[src/dinput_params.svh]
// Constants for the digital input program control block.
// Assumes inclusion by bare name from package and module files.
`ifndef DINPUT_PARAMS_SVH
`define DINPUT_PARAMS_SVH

// ==================================================
// Sizes
`define DIN_NUM_IN 8
`define DIN_IDX_W 3
`define DIN_NUM_DOUT 15
`define DIN_NUM_CHAMBER 8
`define DIN_SEL_W 4
`define DIN_FN_W 12

// ==================================================
// Reset values and timing counts
`define DIN_ARM_CYCLES 2'h3
`define DIN_ARM_RST 2'h0
`define DIN_CMD_RST 8'h00

`endif

[src/dinput_pkg.sv]
// Types shared by the digital input program control files.
// Assumes dinput_params.svh is on the include path.
`include "dinput_params.svh"

package dinput_pkg;

    // ==================================================
    // Input function selection, one-hot
    typedef enum logic [`DIN_FN_W-1:0] {
        FN_INACTIVE    = 12'h001,
        FN_RUN         = 12'h002,
        FN_HOLD        = 12'h004,
        FN_CONTINUE    = 12'h008,
        FN_END         = 12'h010,
        FN_WAIT        = 12'h020,
        FN_STEP_BACK   = 12'h040,
        FN_STEP_FWD    = 12'h080,
        FN_CHAMBER_OFF = 12'h100,
        FN_ALL_OFF     = 12'h200,
        FN_EVENT_OFF   = 12'h400,
        FN_EVENT_CTL   = 12'h800
    } dinFunc_t;

    // ==================================================
    // Sequencer status seen by the block
    typedef struct packed {
        logic active;
        logic held;
        logic waiting;
        logic [`DIN_IDX_W-1:0] waitSel;
    } progStatus_t;

    // ==================================================
    // One-cycle commands to the sequencer
    typedef struct packed {
        logic start;
        logic hold;
        logic cont;
        logic stop;
        logic clearEvents;
        logic stepBack;
        logic stepFwd;
        logic waitRelease;
    } progCmd_t;

endpackage

[src/din_conditioner.sv]
// Pin synchroniser, edge detector and on-level decode for the digital inputs.
// Assumes pins are asynchronous to core_clk; polarity is static configuration.
`timescale 1ns/1ps
`include "dinput_params.svh"

module din_conditioner #(
    parameter int NUM_IN = `DIN_NUM_IN
) (
    input wire logic core_clk,
    input wire logic rst_b,
    input wire logic [NUM_IN-1:0] pin,
    input wire logic [NUM_IN-1:0] polarityRise,
    output logic [NUM_IN-1:0] trig,
    output logic [NUM_IN-1:0] onLvl
);

    // ==================================================
    // Synchroniser and history
    logic [NUM_IN-1:0] syncA_q;
    logic [NUM_IN-1:0] syncB_q;
    logic [NUM_IN-1:0] prev_q;
    logic [1:0] arm_q;
    logic armed;

    always_ff @(posedge core_clk or negedge rst_b) begin
        if (!rst_b) begin
            syncA_q <= '0;
            syncB_q <= '0;
        end else begin
            syncA_q <= pin;
            syncB_q <= syncA_q;
        end
    end

    always_ff @(posedge core_clk or negedge rst_b) begin
        if (!rst_b) begin
            prev_q <= '0;
        end else begin
            prev_q <= syncB_q;
        end
    end

    // Edges are held off until history is valid, so a pin high at reset is no edge
    always_ff @(posedge core_clk or negedge rst_b) begin
        if (!rst_b) begin
            arm_q <= `DIN_ARM_RST;
        end else if (arm_q != `DIN_ARM_CYCLES) begin
            arm_q <= arm_q + 2'h1;
        end
    end

    assign armed = (arm_q == `DIN_ARM_CYCLES);

    // ==================================================
    // Edge and level decode
    always_comb begin
        for (int i = 0; i < NUM_IN; i++) begin
            trig[i] = armed && (polarityRise[i] ? (syncB_q[i] && !prev_q[i])
                                                : (!syncB_q[i] && prev_q[i]));
            onLvl[i] = armed && (syncB_q[i] == polarityRise[i]);
        end
    end
endmodule

[src/din_output_gate.sv]
// Registered chamber and digital output gating: kill overrides and input follow.
// Assumes requests and kill levels are on core_clk.
`timescale 1ns/1ps
`include "dinput_params.svh"

module din_output_gate #(
    parameter int NUM_IN = `DIN_NUM_IN,
    parameter int NUM_CH = `DIN_NUM_CHAMBER,
    parameter int NUM_DOUT = `DIN_NUM_DOUT
) (
    input wire logic core_clk,
    input wire logic rst_b,
    input wire logic [NUM_CH-1:0] chamberReq,
    input wire logic chamberKill,
    input wire logic [NUM_DOUT-1:0] eventReq,
    input wire logic [NUM_DOUT-1:0] doutIsCustomer,
    input wire logic eventKill,
    input wire logic [NUM_DOUT-1:0][`DIN_SEL_W-1:0] doutFollow,
    input wire logic [NUM_IN-1:0] followLvl,
    output logic [NUM_CH-1:0] chamberOut,
    output logic [NUM_DOUT-1:0] doutOut
);

    // ==================================================
    // Output selection
    function automatic logic followValue(input logic [`DIN_SEL_W-1:0] sel, input logic [NUM_IN-1:0] lvl);
        logic v;
        v = 1'b0;
        for (int k = 0; k < NUM_IN; k++) begin
            if (sel == `DIN_SEL_W'(k + 1)) begin
                v = lvl[k];
            end
        end
        return v;
    endfunction

    logic [NUM_DOUT-1:0] dout_d;

    always_comb begin
        for (int j = 0; j < NUM_DOUT; j++) begin
            if (doutFollow[j] != '0) begin
                dout_d[j] = followValue(doutFollow[j], followLvl);
            end else if (doutIsCustomer[j]) begin
                dout_d[j] = eventReq[j] && !eventKill;
            end else begin
                dout_d[j] = eventReq[j];
            end
        end
    end

    always_ff @(posedge core_clk or negedge rst_b) begin
        if (!rst_b) begin
            chamberOut <= '0;
        end else begin
            chamberOut <= chamberKill ? '0 : chamberReq;
        end
    end

    always_ff @(posedge core_clk or negedge rst_b) begin
        if (!rst_b) begin
            doutOut <= '0;
        end else begin
            doutOut <= dout_d;
        end
    end
endmodule

[src/digital_input_program_control.sv]
// Digital input program control: eight configurable inputs driving the
// ramp/soak sequencer commands and the chamber and event output overrides.
// Assumes sequencer status and configuration are on core_clk; pins are not.
//
// Functional notes
// - Eight independent inputs, each with own polarity and function.
// - Each input responds to its chosen rising or falling transition.
// - Rising polarity triggers when 24V is applied to the input.
// - Falling polarity triggers when 24V is removed from the input.
// - One-hot function per input; inactive function causes no action.
// - Start edge begins the program only when no program is active.
// - Start edge on a held active program returns it to run.
// - Pause edge holds a running program; otherwise nothing happens.
// - Resume edge returns a held program to run; otherwise nothing.
// - Stop edge ends the program and clears events, only when running; the code also stops a held program.
// - Sequence commands fire once per transition, never from steady levels.
// - Wait-trigger edge releases a step waiting on this input.
// - Wait-trigger edges before the wait state are ignored, not latched.
// - Step moves happen only if held before the input turned on.
// - Chamber-kill forces chamber outputs off while the input is on.
// - All-kill forces chamber and customer event outputs off while on.
// - Event-kill forces customer event outputs off while the input is on.
// - Follow outputs mirror the on state of their assigned input.
// - On level comes from polarity: rising means voltage present.
// - Inputs sharing a function act independently, no arbitration.
// - A follow output stays off unless its input selects follow control.
`timescale 1ns/1ps
`include "dinput_params.svh"

module digital_input_program_control #(
    parameter int NUM_IN = `DIN_NUM_IN,
    parameter int NUM_CH = `DIN_NUM_CHAMBER,
    parameter int NUM_DOUT = `DIN_NUM_DOUT
) (
    input wire logic core_clk,
    input wire logic rst_b,
    input wire logic [NUM_IN-1:0] dinPin,
    input wire logic [NUM_IN-1:0] polarityRise,
    input wire dinput_pkg::dinFunc_t [NUM_IN-1:0] funcSel,
    input wire dinput_pkg::progStatus_t progStatus,
    input wire logic [NUM_CH-1:0] chamberReq,
    input wire logic [NUM_DOUT-1:0] eventReq,
    input wire logic [NUM_DOUT-1:0] doutIsCustomer,
    input wire logic [NUM_DOUT-1:0][`DIN_SEL_W-1:0] doutFollow,
    output dinput_pkg::progCmd_t progCmd,
    output logic [NUM_CH-1:0] chamberOut,
    output logic [NUM_DOUT-1:0] doutOut,
    output logic [NUM_IN-1:0] inputOn
);

    // ==================================================
    // Input conditioning
    logic [NUM_IN-1:0] trig;
    logic [NUM_IN-1:0] onLvl;

    din_conditioner #(
        .NUM_IN(NUM_IN)
    ) u_cond (
        .core_clk(core_clk),
        .rst_b(rst_b),
        .pin(dinPin),
        .polarityRise(polarityRise),
        .trig(trig),
        .onLvl(onLvl)
    );

    // ==================================================
    // Function decode
    // Exact compare: an illegal or inactive code matches no function
    function automatic logic anyWith(
        input dinput_pkg::dinFunc_t [NUM_IN-1:0] sel,
        input logic [NUM_IN-1:0] mask,
        input dinput_pkg::dinFunc_t fn
    );
        logic hit;
        hit = 1'b0;
        for (int i = 0; i < NUM_IN; i++) begin
            hit = hit | (mask[i] && (sel[i] == fn));
        end
        return hit;
    endfunction

    logic trigRun;
    logic trigHold;
    logic trigCont;
    logic trigEnd;
    logic trigBack;
    logic trigFwd;
    logic trigWait;
    logic chamberKill;
    logic eventKill;
    logic [NUM_IN-1:0] followLvl;

    assign trigRun = anyWith(funcSel, trig, dinput_pkg::FN_RUN);
    assign trigHold = anyWith(funcSel, trig, dinput_pkg::FN_HOLD);
    assign trigCont = anyWith(funcSel, trig, dinput_pkg::FN_CONTINUE);
    assign trigEnd = anyWith(funcSel, trig, dinput_pkg::FN_END);
    assign trigBack = anyWith(funcSel, trig, dinput_pkg::FN_STEP_BACK);
    assign trigFwd = anyWith(funcSel, trig, dinput_pkg::FN_STEP_FWD);

    // Only the input the waiting step names can release it, and only on its edge
    assign trigWait = progStatus.waiting
        && trig[progStatus.waitSel]
        && (funcSel[progStatus.waitSel] == dinput_pkg::FN_WAIT);

    // Kill overrides are levels, not edges
    assign chamberKill = anyWith(funcSel, onLvl, dinput_pkg::FN_CHAMBER_OFF)
        | anyWith(funcSel, onLvl, dinput_pkg::FN_ALL_OFF);
    assign eventKill = anyWith(funcSel, onLvl, dinput_pkg::FN_EVENT_OFF)
        | anyWith(funcSel, onLvl, dinput_pkg::FN_ALL_OFF);

    always_comb begin
        for (int i = 0; i < NUM_IN; i++) begin
            followLvl[i] = onLvl[i] && (funcSel[i] == dinput_pkg::FN_EVENT_CTL);
        end
    end

    // ==================================================
    // Hold history for step moves
    // A hold arriving in the same cycle as the step edge does not count
    logic heldPrev_q;

    always_ff @(posedge core_clk or negedge rst_b) begin
        if (!rst_b) begin
            heldPrev_q <= 1'b0;
        end else begin
            heldPrev_q <= progStatus.active && progStatus.held;
        end
    end

    // ==================================================
    // Sequencer commands
    dinput_pkg::progCmd_t cmd_d;
    logic heldNow;

    assign heldNow = progStatus.active && progStatus.held;

    always_comb begin
        cmd_d = `DIN_CMD_RST;
        cmd_d.start = trigRun && !progStatus.active;
        cmd_d.cont = (trigRun || trigCont) && heldNow;
        cmd_d.hold = trigHold && progStatus.active && !progStatus.held;
        cmd_d.stop = trigEnd && progStatus.active;
        cmd_d.clearEvents = trigEnd && progStatus.active;
        cmd_d.stepBack = trigBack && heldPrev_q && heldNow;
        cmd_d.stepFwd = trigFwd && heldPrev_q && heldNow;
        cmd_d.waitRelease = trigWait;
    end

    // Commands come from one-cycle edge pulses, so they are single-shot
    always_ff @(posedge core_clk or negedge rst_b) begin
        if (!rst_b) begin
            progCmd <= `DIN_CMD_RST;
        end else begin
            progCmd <= cmd_d;
        end
    end

    // ==================================================
    // Input state readback
    always_ff @(posedge core_clk or negedge rst_b) begin
        if (!rst_b) begin
            inputOn <= '0;
        end else begin
            inputOn <= onLvl;
        end
    end

    // ==================================================
    // Output gating
    din_output_gate #(
        .NUM_IN(NUM_IN),
        .NUM_CH(NUM_CH),
        .NUM_DOUT(NUM_DOUT)
    ) u_gate (
        .core_clk(core_clk),
        .rst_b(rst_b),
        .chamberReq(chamberReq),
        .chamberKill(chamberKill),
        .eventReq(eventReq),
        .doutIsCustomer(doutIsCustomer),
        .eventKill(eventKill),
        .doutFollow(doutFollow),
        .followLvl(followLvl),
        .chamberOut(chamberOut),
        .doutOut(doutOut)
    );
endmodule

[config.mk]
export PLATFORM = sky130hd
export DESIGN_NAME = digital_input_program_control
export DESIGN_NICKNAME = d
export VERILOG_FILES = /design/src/dinput_pkg.sv /design/src/din_conditioner.sv /design/src/din_output_gate.sv /design/src/digital_input_program_control.sv
export VERILOG_INCLUDE_DIRS = /design/src
export SDC_FILE = /design/constraint.sdc
export NUM_CORES = 1
export LEC_CHECK = 0
export ABC_AREA = 1
export CORE_MARGIN = 2
export CORE_UTILIZATION = 64
export CTS_BUF_LIST = sky130_fd_sc_hd__clkbuf_16
export CTS_CLUSTER_SIZE = 10
export DETAILED_ROUTE_END_ITERATION = 7
export DONT_BUFFER_PORTS = 1
export GPL_TIMING_DRIVEN = 0
export PLACE_DENSITY = 0.8
export SLEW_MARGIN = 20
export SYNTH_ARGS = -nofsm -noshare
export SYNTH_HDL_FRONTEND = slang
export SYNTH_HIERARCHICAL = 1
export SYNTH_SLANG_ARGS = --single-unit
[constraint.sdc]
create_clock -name core_clk -period 2.32 [get_ports core_clk]
set_input_delay 0.232 -clock core_clk [delete_from_list [all_inputs] [get_ports core_clk]]
set_output_delay 0.232 -clock core_clk [all_outputs]
set_load 0.1 [all_outputs]
# Word-level counts from Yosys, hierarchy flattened
# Cells that the tools add are included.
dict set report op_classes {
  bitwise_logic 65
  n_reduce_logical 174
  addsub 1
  n_eq_ne 211
  magnitude_cmp 1
  n_mux 163
}
# op n
set op_table {}
lappend op_table {{$eq 4x3->1 const B} 60}
lappend op_table {{$mux 1} 159}
lappend op_table {{$logic_and 1x1->1} 139}
lappend op_table {{$eq 4x2->1 const B} 30}
lappend op_table {{$eq 12x10->1 const B} 8}
lappend op_table {{$eq 12x11->1 const B} 8}
lappend op_table {{$eq 12x12->1 const B} 8}
lappend op_table {{$eq 12x2->1 const B} 8}
lappend op_table {{$eq 12x3->1 const B} 8}
lappend op_table {{$eq 12x4->1 const B} 8}
lappend op_table {{$eq 12x5->1 const B} 8}
lappend op_table {{$eq 12x7->1 const B} 8}
lappend op_table {{$eq 12x8->1 const B} 8}
lappend op_table {{$eq 12x9->1 const B} 8}
lappend op_table {{$or 1x1->1} 65}
lappend op_table {{$eq 4x1->1 const B} 15}
lappend op_table {{$eq 4x4->1 const B} 15}
lappend op_table {{$reduce_bool 4->1} 15}
lappend op_table {{$bmux 12 s3} 1}
lappend op_table {{$logic_not 1->1} 19}
lappend op_table {{$eq 12x6->1 const B} 1}
lappend op_table {{$mux 12} 1}
lappend op_table {{$eq 1x1->1} 8}
lappend op_table {{$mux 8} 1}
lappend op_table {{6 further kinds} 6}
dict set report totals {
  elab_cells 630
  output_inout_bits 39
  ff_bits 65
  inputBits 218
}

# Longest topological paths before layout
# Gate-level depths: netlist of the first run.
dict set report logic_depth {
  ltp_word 15
  depth_mapped 17
  depth_no_buf 17
}

# Modules after synthesis
# Netlist of the first run, hierarchy kept.
# module cells_per_inst instances area_each_um2 seq_area_each_um2
set by_module_without_submodules {}
lappend by_module_without_submodules {digital_input_program_control 518 1 2670.1 400.4}
lappend by_module_without_submodules {din_output_gate 402 1 2284.7 575.6}
lappend by_module_without_submodules {din_conditioner 99 1 955.9 650.6}

# Worst setup path before layout of the first run
# No wires, ideal clock.
dict set report synth_path {
  path_type {reg2reg}
  startpoint {register u_cond.arm_q[0]}
  endpoint {register u_gate.doutOut[11]}
  path_buffers 2
  t_required_ns 2.255
  path_stages_with_launch 16
  setup_ns 0.065
  arrival_time_ns 1.975
  synth_period_minus_slack_ns 2.040
  slack_ns 0.280
  cell_sequence {dfrtp_1 -> ha_1 -> buf_6 -> nand2_1 -> nor2_1 -> and3_1 -> nand3_1 -> o21ai_1 -> nor2_1 -> nand4_1 -> buf_6 -> nand2_1 -> nand3_1 -> o21ai_1 -> nand4_1 -> nand2_1}
}
dict set report synth_via {
  elab_cells_between_ends 60
  classes_between {1 x eq/ne; 10 x mux; 15 x bitwise; 34 x reduce/logical}
}
# item line_no
set synth_lines {}
lappend synth_lines {{from (decl)} din_conditioner.sv:22} ;# logic [1:0] arm_q;
lappend synth_lines {{from (signal assigned)} din_conditioner.sv:46} ;# arm_q <= `DIN_ARM_RST;
lappend synth_lines {{from (signal assigned)} din_conditioner.sv:48} ;# arm_q <= arm_q + 2'h1;
lappend synth_lines {{$eq 2x2->1 (no source line) (*)} n/a}
lappend synth_lines {{$logic_and 1x1->1 (*)} din_conditioner.sv:60} ;# onLvl[i] = armed && (syncB_q[i] == polarityRise[i]);
lappend synth_lines {{via onLvl[3]} digital_input_program_control.sv:54} ;# logic [NUM_IN-1:0] onLvl;
lappend synth_lines {{$logic_and 1x1->1} digital_input_program_control.sv:78} ;# hit = hit | (mask[i] && (sel[i] == fn));
lappend synth_lines {{$or 1x1->1 (5 in series)} digital_input_program_control.sv:78}
lappend synth_lines {{$or 1x1->1 (*)} digital_input_program_control.sv:110} ;# | anyWith(funcSel, onLvl, dinput_pkg::FN_ALL_OFF);
lappend synth_lines {{via eventKill} digital_input_program_control.sv:91} ;# logic eventKill;
lappend synth_lines {{$logic_not 1->1 (*)} din_output_gate.sv:44} ;# dout_d[j] = eventReq[j] && !eventKill;
lappend synth_lines {{$logic_and 1x1->1 (*)} din_output_gate.sv:44}
lappend synth_lines {{$mux 1 (*)} din_output_gate.sv:43} ;# end else if (doutIsCustomer[j]) begin
lappend synth_lines {{$mux 1 (*)} din_output_gate.sv:41} ;# if (doutFollow[j] != '0) begin
lappend synth_lines {{via u_gate.dout_d[11]} din_output_gate.sv:37} ;# logic [NUM_DOUT-1:0] dout_d;
lappend synth_lines {{to (signal assigned)} din_output_gate.sv:63} ;# doutOut <= dout_d;
lappend synth_lines {{to (decl)} din_output_gate.sv:21} ;# output logic [NUM_DOUT-1:0] doutOut
# The timed path passes the listed nets; every way through them passes the cells marked *.
# A chain may end at the register's enable or synchronous reset.

# Final worst setup path of the first run
dict set report layout_path {
  startpoint {register u_cond.arm_q[0]}
  endpoint {register u_gate.doutOut[4]}
}
# The elaborated chain is that of the path after synthesis.

==> results of run 1 <==
-- state kept, by name, indices dropped and copies added (netlist names) --
register	count
u_gate/doutOut	15
inputOn	8
u_cond/prev_q	8
u_cond/syncA_q	8
u_cond/syncB_q	8
u_gate/chamberOut	8
progCmd	7
u_cond/arm_q	2
heldPrev_q	1
-- power by group --
| part | internal [µW] | switching, µW | total, µW |
|---|---|---|---|
| clock network | 722 | 575 | 1300 |
| logic | 199 | 353 | 552 |
| registers | 1190 | 311 | 1500 |
-- layout make-up --
class	instances	area, µm²	share of cell area
clock buffers	9	225.2	0.03273
clock inverters	6	43.79	0.006365
flip-flops and latches	65	1628	0.2366
inverters	168	630.6	0.09165
repair buffers	28	300.3	0.04364
plain buffers	13	131.4	0.01909
multi-input cells	772	3782	0.5497
well taps	111	138.9	0.02019
-- cells in the mapped netlist (all sizes together) (3+ instances only) --
| library cell | number |
|---|---|
| inv | 168 |
| nand3b | 5 |
| dfrtp | 65 |
| nor2 | 165 |
| nand4 | 31 |
| and3 | 3 |
| nor3 | 52 |
| nand3 | 179 |
| o21ai | 34 |
| nand2 | 273 |
| buf | 13 |
| a21oi | 11 |
| nor3b | 4 |
| o211ai | 8 |
-- logic make-up after synthesis --
kind of cell    count (synthesis)  synth area share
xor+xnor                        1          0.001482
fa+ha+maj                       1          0.002117
flops                          65            0.2752
buf+inv                       182            0.1281
simple gates                  716            0.5432
compound gates                 54           0.04996
-- worst max-delay path by stage --
| stage | startpoint | to | slack, ps | depth (start not counted) |
|---|---|---|---|---|
| 6_report | u_cond/arm_q[0] | u_gate/doutOut[4] | -60 | 14 |
| 5_1_grt | u_cond/arm_q[0] | u_gate/doutOut[13] | -200 | 16 |
| 4_1_cts | u_cond/arm_q[1] | u_gate/doutOut[7] | 10 | 18 |
| 3_5_place_dp | u_cond/arm_q[0] | u_gate/doutOut[8] | -240 | 16 |
| 3_3_place_gp | u_cond/arm_q[0] | u_gate/doutOut[12] | -380 | 9 |
| 2_1_floorplan | u_cond/arm_q[0] | u_gate/doutOut[11] | 280 | 15 |
-- routing by layer --
metal | track usage | share of wire | vias up
met2 | 0.6668 | 0.45 | 627
li1 | - | - | 3356
met4 | 0.2297 | 0.068 | 0
met1 | 0.4863 | 0.34 | 3186
met3 | 0.1226 | 0.14 | 144
met5 | 0 | 0 | -
-- metrics by stage --
step	setup TNS (ps)	total power [µW]	std cells	hold slack (ps)
5_1_grt	-2262	3453	1172	29.68
3_5_place_dp	-2898	1939	1130	-62.72
4_1_cts	0	3253	1165	29.72
2_1_floorplan	0	1853	1019	-63.59
3_3_place_gp	-4577	1931	1130	-62.61
6_report	-324.2	3345	1172	27.06
-- critical path: cells and delay by family (launching register included) --
| kind | cells | cell delay [ps] |
|---|---|---|
| AOI/OAI and AO/OA | 1 | 70 |
| adders and majority gates | 1 | 210 |
| buffers and inverters | 3 | 530 |
| DFF | 1 | 420 |
| and+or+nand+nor | 9 | 1080 |
-- what timing repair did --
item | 4_1_cts | 5_1_grt
pin swaps | 2 | 24
setup endpoints to repair | 23 | 27
setup buffers | 1 | 6
endpoints found under the hold margin | 82 | 0
hold buffers | 19 | 0
gates cloned | 0 | 2
resized for setup | 10 | 63
==> run_results.csv, run 1 <==
group,metric,value,unit
worst_setup_path,slowest_stage,"dfrtp_1",
die,rows,35,
timing,period_share,1.027,
routing,via_per_inst,6.240,
routing,ant_nets,0,
layout,fin_util,0.7554,
worst_setup_path,crit_top_cell,"nand3_2",
worst_hold_path,hold_start,"progStatus[3]",
routing,routed_wl,22270,µm
timing,min_period,2383,ps
routing,wl_per_cell,19.00,µm
timing,fmax,0.4196,GHz
power,power_density,486.1,nW/µm²
timing,maxSlewHeadroom,0.3519,
clock_tree,root_buffer,"clkbuf_16",
routing,drtPass1Iterations,7,
placed_design,dpl_cell_area,6055,µm²
synthesis,synthCells,1019,
die,start_util,0.6489,
die,die_w,100.1,µm
global_routing,grt_usage,0.4104,
synthesis,ys_async_sr_fraction,1.000,
worst_setup_path,startpoint_type,"flop",
synthesis,ys_seq_area_frac,0.2752,
clock_tree,cts_tree,"yes",
die,die_h,100.1,µm
synthesis,synth_top_area_share,0.2752,
synthesis,synth_area_leaders,"dfrtp_1, nand2_1, nand3_1, inv_1, nor2_1",
worst_hold_path,hold_class,"primary input to flop",
timing,slew_viol_final,0,
worst_setup_path,reg2reg_from,"u_cond/arm_q[0]",
layout,fillers,720,
timing,setup_violations,12,
routing,via_count,7313,
layout,post-route-cell-area,6880,µm²
synthesis,syn_nets,1238,
worst_setup_path,critPathRequiredTime,2600,ps
layout,nets,1276,
worst_setup_path,crit_fanout,5,
synthesis,synth.distinct_cells,32,
placed_design,place.gp.congestion,0.9993,
layout,area_growth,16.41,%
synthesis,yosysWarnings,6,
synthesis,syn_area_per_cell,5.800,µm²
worst_setup_path,reg2reg_to,"u_gate/doutOut[4]",
die,die_area,10020,µm²
clock_tree,h-tree-depth,3,
global_routing,overflow,0,
layout,most-common-layout-cells,"nand2_1, nand3_1, inv_1, nor2_1, dfrtp_1",
timing,tightest_slew,972.8,ps
worst_setup_path,worstSetupEndpointType,"flop",
worst_setup_path,max_stage_delay,420,ps
power,power.leakage,0.003529,µW
run,drv_cap,0,
worst_setup_path,ff2ff_setup_slack,-60,ps
synthesis,ys.flop_type,"dfrtp_1",
worst_setup_path,cp.arrival,2660,ps
timing,final.setup.worst_slack,-62.96,ps
timing,skew,22.14,ps
clock_tree,cts_buffer_depth,2,
global_routing,grt_max_degree,66,
layout,drive_gt1_frac,0.1320,
placed_design,place_ws,-241.5,ps
die,io_pins,257,
routing,first_iter_violations,826,
clock_tree,clk_pin_slew,80,ps
global_routing,grt_pass1_vias,6465,
routing,drc,0,
layout,n_antenna_cell,0,
timing,rsz0062_at_grt,"yes",
die,fp.coreArea,9109,µm²
placed_design,hpwlAfterDp,15170,µm
layout,layout_commonest_cell,"nand2_1",
status,violations,"negative setup slack",
global_routing,grt_pass1_wl,31800,µm
worst_setup_path,cp_cell_sequence,"ha_4, buf_12, nand2_4, nor2_4, and3_4, nand3_1, o21ai_2, nor2_2, nand4_1, buf_4, buf_6, nand2_2, nand3_2, nand3_2",
synthesis,synth_area,5911,µm²
clock_tree,clock_latency,350,ps
synthesis,synth-seq-cells,65,
clock_tree,cts_made_buffers,9,
worst_setup_path,crit_type,"flop to flop",
clock_tree,clock_sinks,65,
global_routing,antenna_found_initial,0,
worst_setup_path,r2r_cells,14,
synthesis,yosysTopAreaCell,"dfrtp_1",
worst_hold_path,worstHoldPathCells,2,
worst_hold_path,min_to,"progCmd[0]",
placed_design,portBuffers,0,
timing,hold_viol_final,0,
power,peakVddDrop,0.4542,mV
status,status,"complete, but fails checks",
synthesis,synth_edf_count,0,
Note: power is estimated with default switching activity, not from simulation.
==> run 2, diff against run 1 <==
--- a/config.mk
+++ b/config.mk
@@ -7,14 +7,16 @@
 export NUM_CORES = 1
 export LEC_CHECK = 0
 export ABC_AREA = 1
+export CELL_PAD_IN_SITES_DETAIL_PLACEMENT = 0
+export CELL_PAD_IN_SITES_GLOBAL_PLACEMENT = 1
 export CORE_MARGIN = 2
-export CORE_UTILIZATION = 64
+export CORE_UTILIZATION = 42
 export CTS_BUF_LIST = sky130_fd_sc_hd__clkbuf_16
 export CTS_CLUSTER_SIZE = 10
 export DETAILED_ROUTE_END_ITERATION = 7
 export DONT_BUFFER_PORTS = 1
 export GPL_TIMING_DRIVEN = 0
-export PLACE_DENSITY = 0.8
+export PLACE_DENSITY_LB_ADDON = 0.1
 export SLEW_MARGIN = 20
 export SYNTH_ARGS = -nofsm -noshare
 export SYNTH_HDL_FRONTEND = slang
==> run 2 against run 1 <==
Against the previous run:
- sequential cell count is the same
- final cell count increased by 6.1%
- final area up 0.42%
- clock power is 13% higher
- the flow now finishes without violations
- critical endpoint is now u_gate/doutOut[7]
- sequential power about the same
- non-clock buffer count is 2 higher
- via count is 9.7% lower
- worst hold slack lost 9.3 ps
- largest power group unchanged
- sequential share of layout area decreased by 0.12 points
==> run_results.csv, run 2 (same netlist as run 1, synthesis figures left out) <==
group,metric,value,unit
worst_hold_path,hold_class,"primary input to flop",
global_routing,grt_usage,0.2726,
power,combPwrFrac,0.147,
power,peakVddDrop,0.3034,mV
routing,drtPass1Iterations,5,
placed_design,dpl_cell_area,6141,µm²
clock_tree,clock_sinks,65,
timing,whs,17.81,ps
worst_setup_path,slowest_stage,"dfrtp_1",
worst_setup_path,worstSetupEndpointType,"flop",
timing,period_share,0.9568,
timing,min_period,2220,ps
worst_setup_path,startpoint_type,"flop",
die,die_w,122.6,µm
clock_tree,cts_buffer_depth,2,
routing,wl_met2,10220,µm
timing,tightest_slew,919.4,ps
routing,via_count,6604,
routing,ant_nets,0,
worst_setup_path,crit_fanout,5,
timing,tns,0,ps
routing,wl_met1,8292,µm
power,p_sw,1240,µW
power,p_int,2231,µW
worst_setup_path,cp.arrival,2460,ps
global_routing,grt_pass1_vias,6185,
worst_setup_path,max_stage_delay,400,ps
power,power_density,502.4,nW/µm²
layout,nets,1278,
routing,drc,0,
die,die_area,15040,µm²
placed_design,dp.cells,1199,
timing,fmax,0.4505,GHz
layout,most-common-layout-cells,"nand2_1, nand3_1, inv_1, nor2_1, dfrtp_1",
die,fp.coreArea,13830,µm²
layout,area_growth,16.89,%
timing,skew,8.859,ps
global_routing,antenna_found_initial,0,
layout,drive_gt1_frac,0.1109,
placed_design,portBuffers,0,
clock_tree,clock_latency,350,ps
layout,n_antenna_cell,0,
global_routing,grt_pass1_wl,31180,µm
timing,setup_violations,0,
clock_tree,cts_tree,"yes",
layout,post-route-cell-area,6909,µm²
global_routing,grt_max_degree,66,
power,p_total,3471,µW
die,io_pins,257,
status,status,"complete, no violations",
layout,top_register,"u_gate/doutOut",
die,die_h,122.6,µm
routing,wl_per_cell,16.69,µm
layout,layout_commonest_cell,"nand2_1",
routing,first_iter_violations,364,
run,drv_cap,0,
worst_setup_path,critPathRequiredTime,2560,ps
clock_tree,h-tree-depth,3,
timing,hold_viol_final,0,
clock_tree,root_buffer,"clkbuf_16",
clock_tree,clk_pin_slew,70,ps
layout,finalNonFillerCells,1244,
power,power.leakage,0.003507,µW
placed_design,hpwlAfterDp,16470,µm
die,start_util,0.4275,
worst_setup_path,crit_type,"flop to flop",
worst_setup_path,cp_cell_sequence,"ha_4, buf_12, nand2_2, nor2_4, inv_1, nor3_2, nand2_1, nand2_1, nor2_2, nand4_1, buf_6, buf_4, nand2_1, nand3_1, nand2_1, nand2_1, nand2_1, nand3_1, nand2_1",
routing,top_layer_used,"met4",
routing,via_per_inst,5.309,
global_routing,overflow,0,
routing,routed_wl,20770,µm
power,p_sw_frac,0.3572,
power,clockPowerShare,0.424,
worst_setup_path,crit_top_cell,"nand2_1",
clock_tree,cts_made_buffers,9,
placed_design,place.gp.congestion,0.9021,
timing,slew_viol_final,0,
layout,largest_reg_flops,15,
power,seqPwrFrac,0.428,
timing,rsz0062_at_grt,"yes",
layout,fillers,1477,
die,rows,43,
routing,wl_met3,1659,µm
timing,maxSlewHeadroom,0.3875,
run 2: cell count changes in the layout (fill, tap and decap cells not counted), moves of 2 or more:
cell,delta
nand3_1,+10
nand2_1,+9
o21ai_2,-2
nand2_2,-4
nand2_4,-5
nand3_2,-10
clkinv_2,-2
run 2: layout make-up:
class / count / area, µm² / share of cell area
sequential: 65 / 1627 / 0.2354
tap: 180 / 225.2 / 0.03260
multi-input combinational: 772 / 3675 / 0.5319
inverter: 168 / 630.6 / 0.09127
timing repair buffer: 30 / 311.5 / 0.04509
buffer: 13 / 131.4 / 0.01901
clock inverter: 7 / 83.83 / 0.01213
clock buffer: 9 / 225.2 / 0.03260
run 2: routing by layer:
layer / GRT usage / up-vias
li1: - / 3356
met1: 0.3155 / 2979
met2: 0.4767 / 233
met3: 0.08225 / 36
met4: 0.09411 / 0
met5: 0 / -
run 2: timing repair:
item,CTS,global route
hold buffers,20,0
hold endpoints to repair,84,0
pin swaps,3,6
buffers inserted,3,5
gates resized for setup,13,27
gates cloned,1,1
endpoints found under the setup margin,23,23
run 2: power groups by stage:
stage	clock (µW)	combinational (µW)	sequential (µW)
floorplan	0	355	1500
global placement	0	431	1510
detailed placement	0	430	1510
CTS	1500	495	1490
global route	1550	589	1490
finish	1470	512	1490
run 2: final timing paths:
kind                                           to  slack, ps         startpoint  cells past startpoint
worst max-delay path            u_gate/doutOut[7]        100    u_cond/arm_q[1]                     19
worst min-delay path                   progCmd[5]         20      progStatus[4]                      2
worst max register to register  u_gate/doutOut[7]        100    u_cond/arm_q[1]                     19
max in group asynchronous              progCmd[2]       1600              rst_b                      2
worst min register to register  u_cond/syncB_q[7]        350  u_cond/syncA_q[7]                      0
min in group asynchronous              inputOn[0]        430              rst_b                      2
run 2: per-stage QoR:
step | util | setup WS (ps)
2_1_floorplan | - | 279.8
3_3_place_gp | 0.4438 | -565.9
3_5_place_dp | 0.4441 | -369.7
4_1_cts | 0.4884 | 21.70
5_1_grt | 0.4997 | -79.90
6_report | 0.4997 | 100.3
run 2: worst max-delay path, delay by kind of cell, from the launching register on:
kind	cells	cell delay, ps
buffers and inverters	4	440
flip-flops	1	400
adder cells (fa/ha/maj)	1	200
AND/OR/NAND/NOR	14	1080
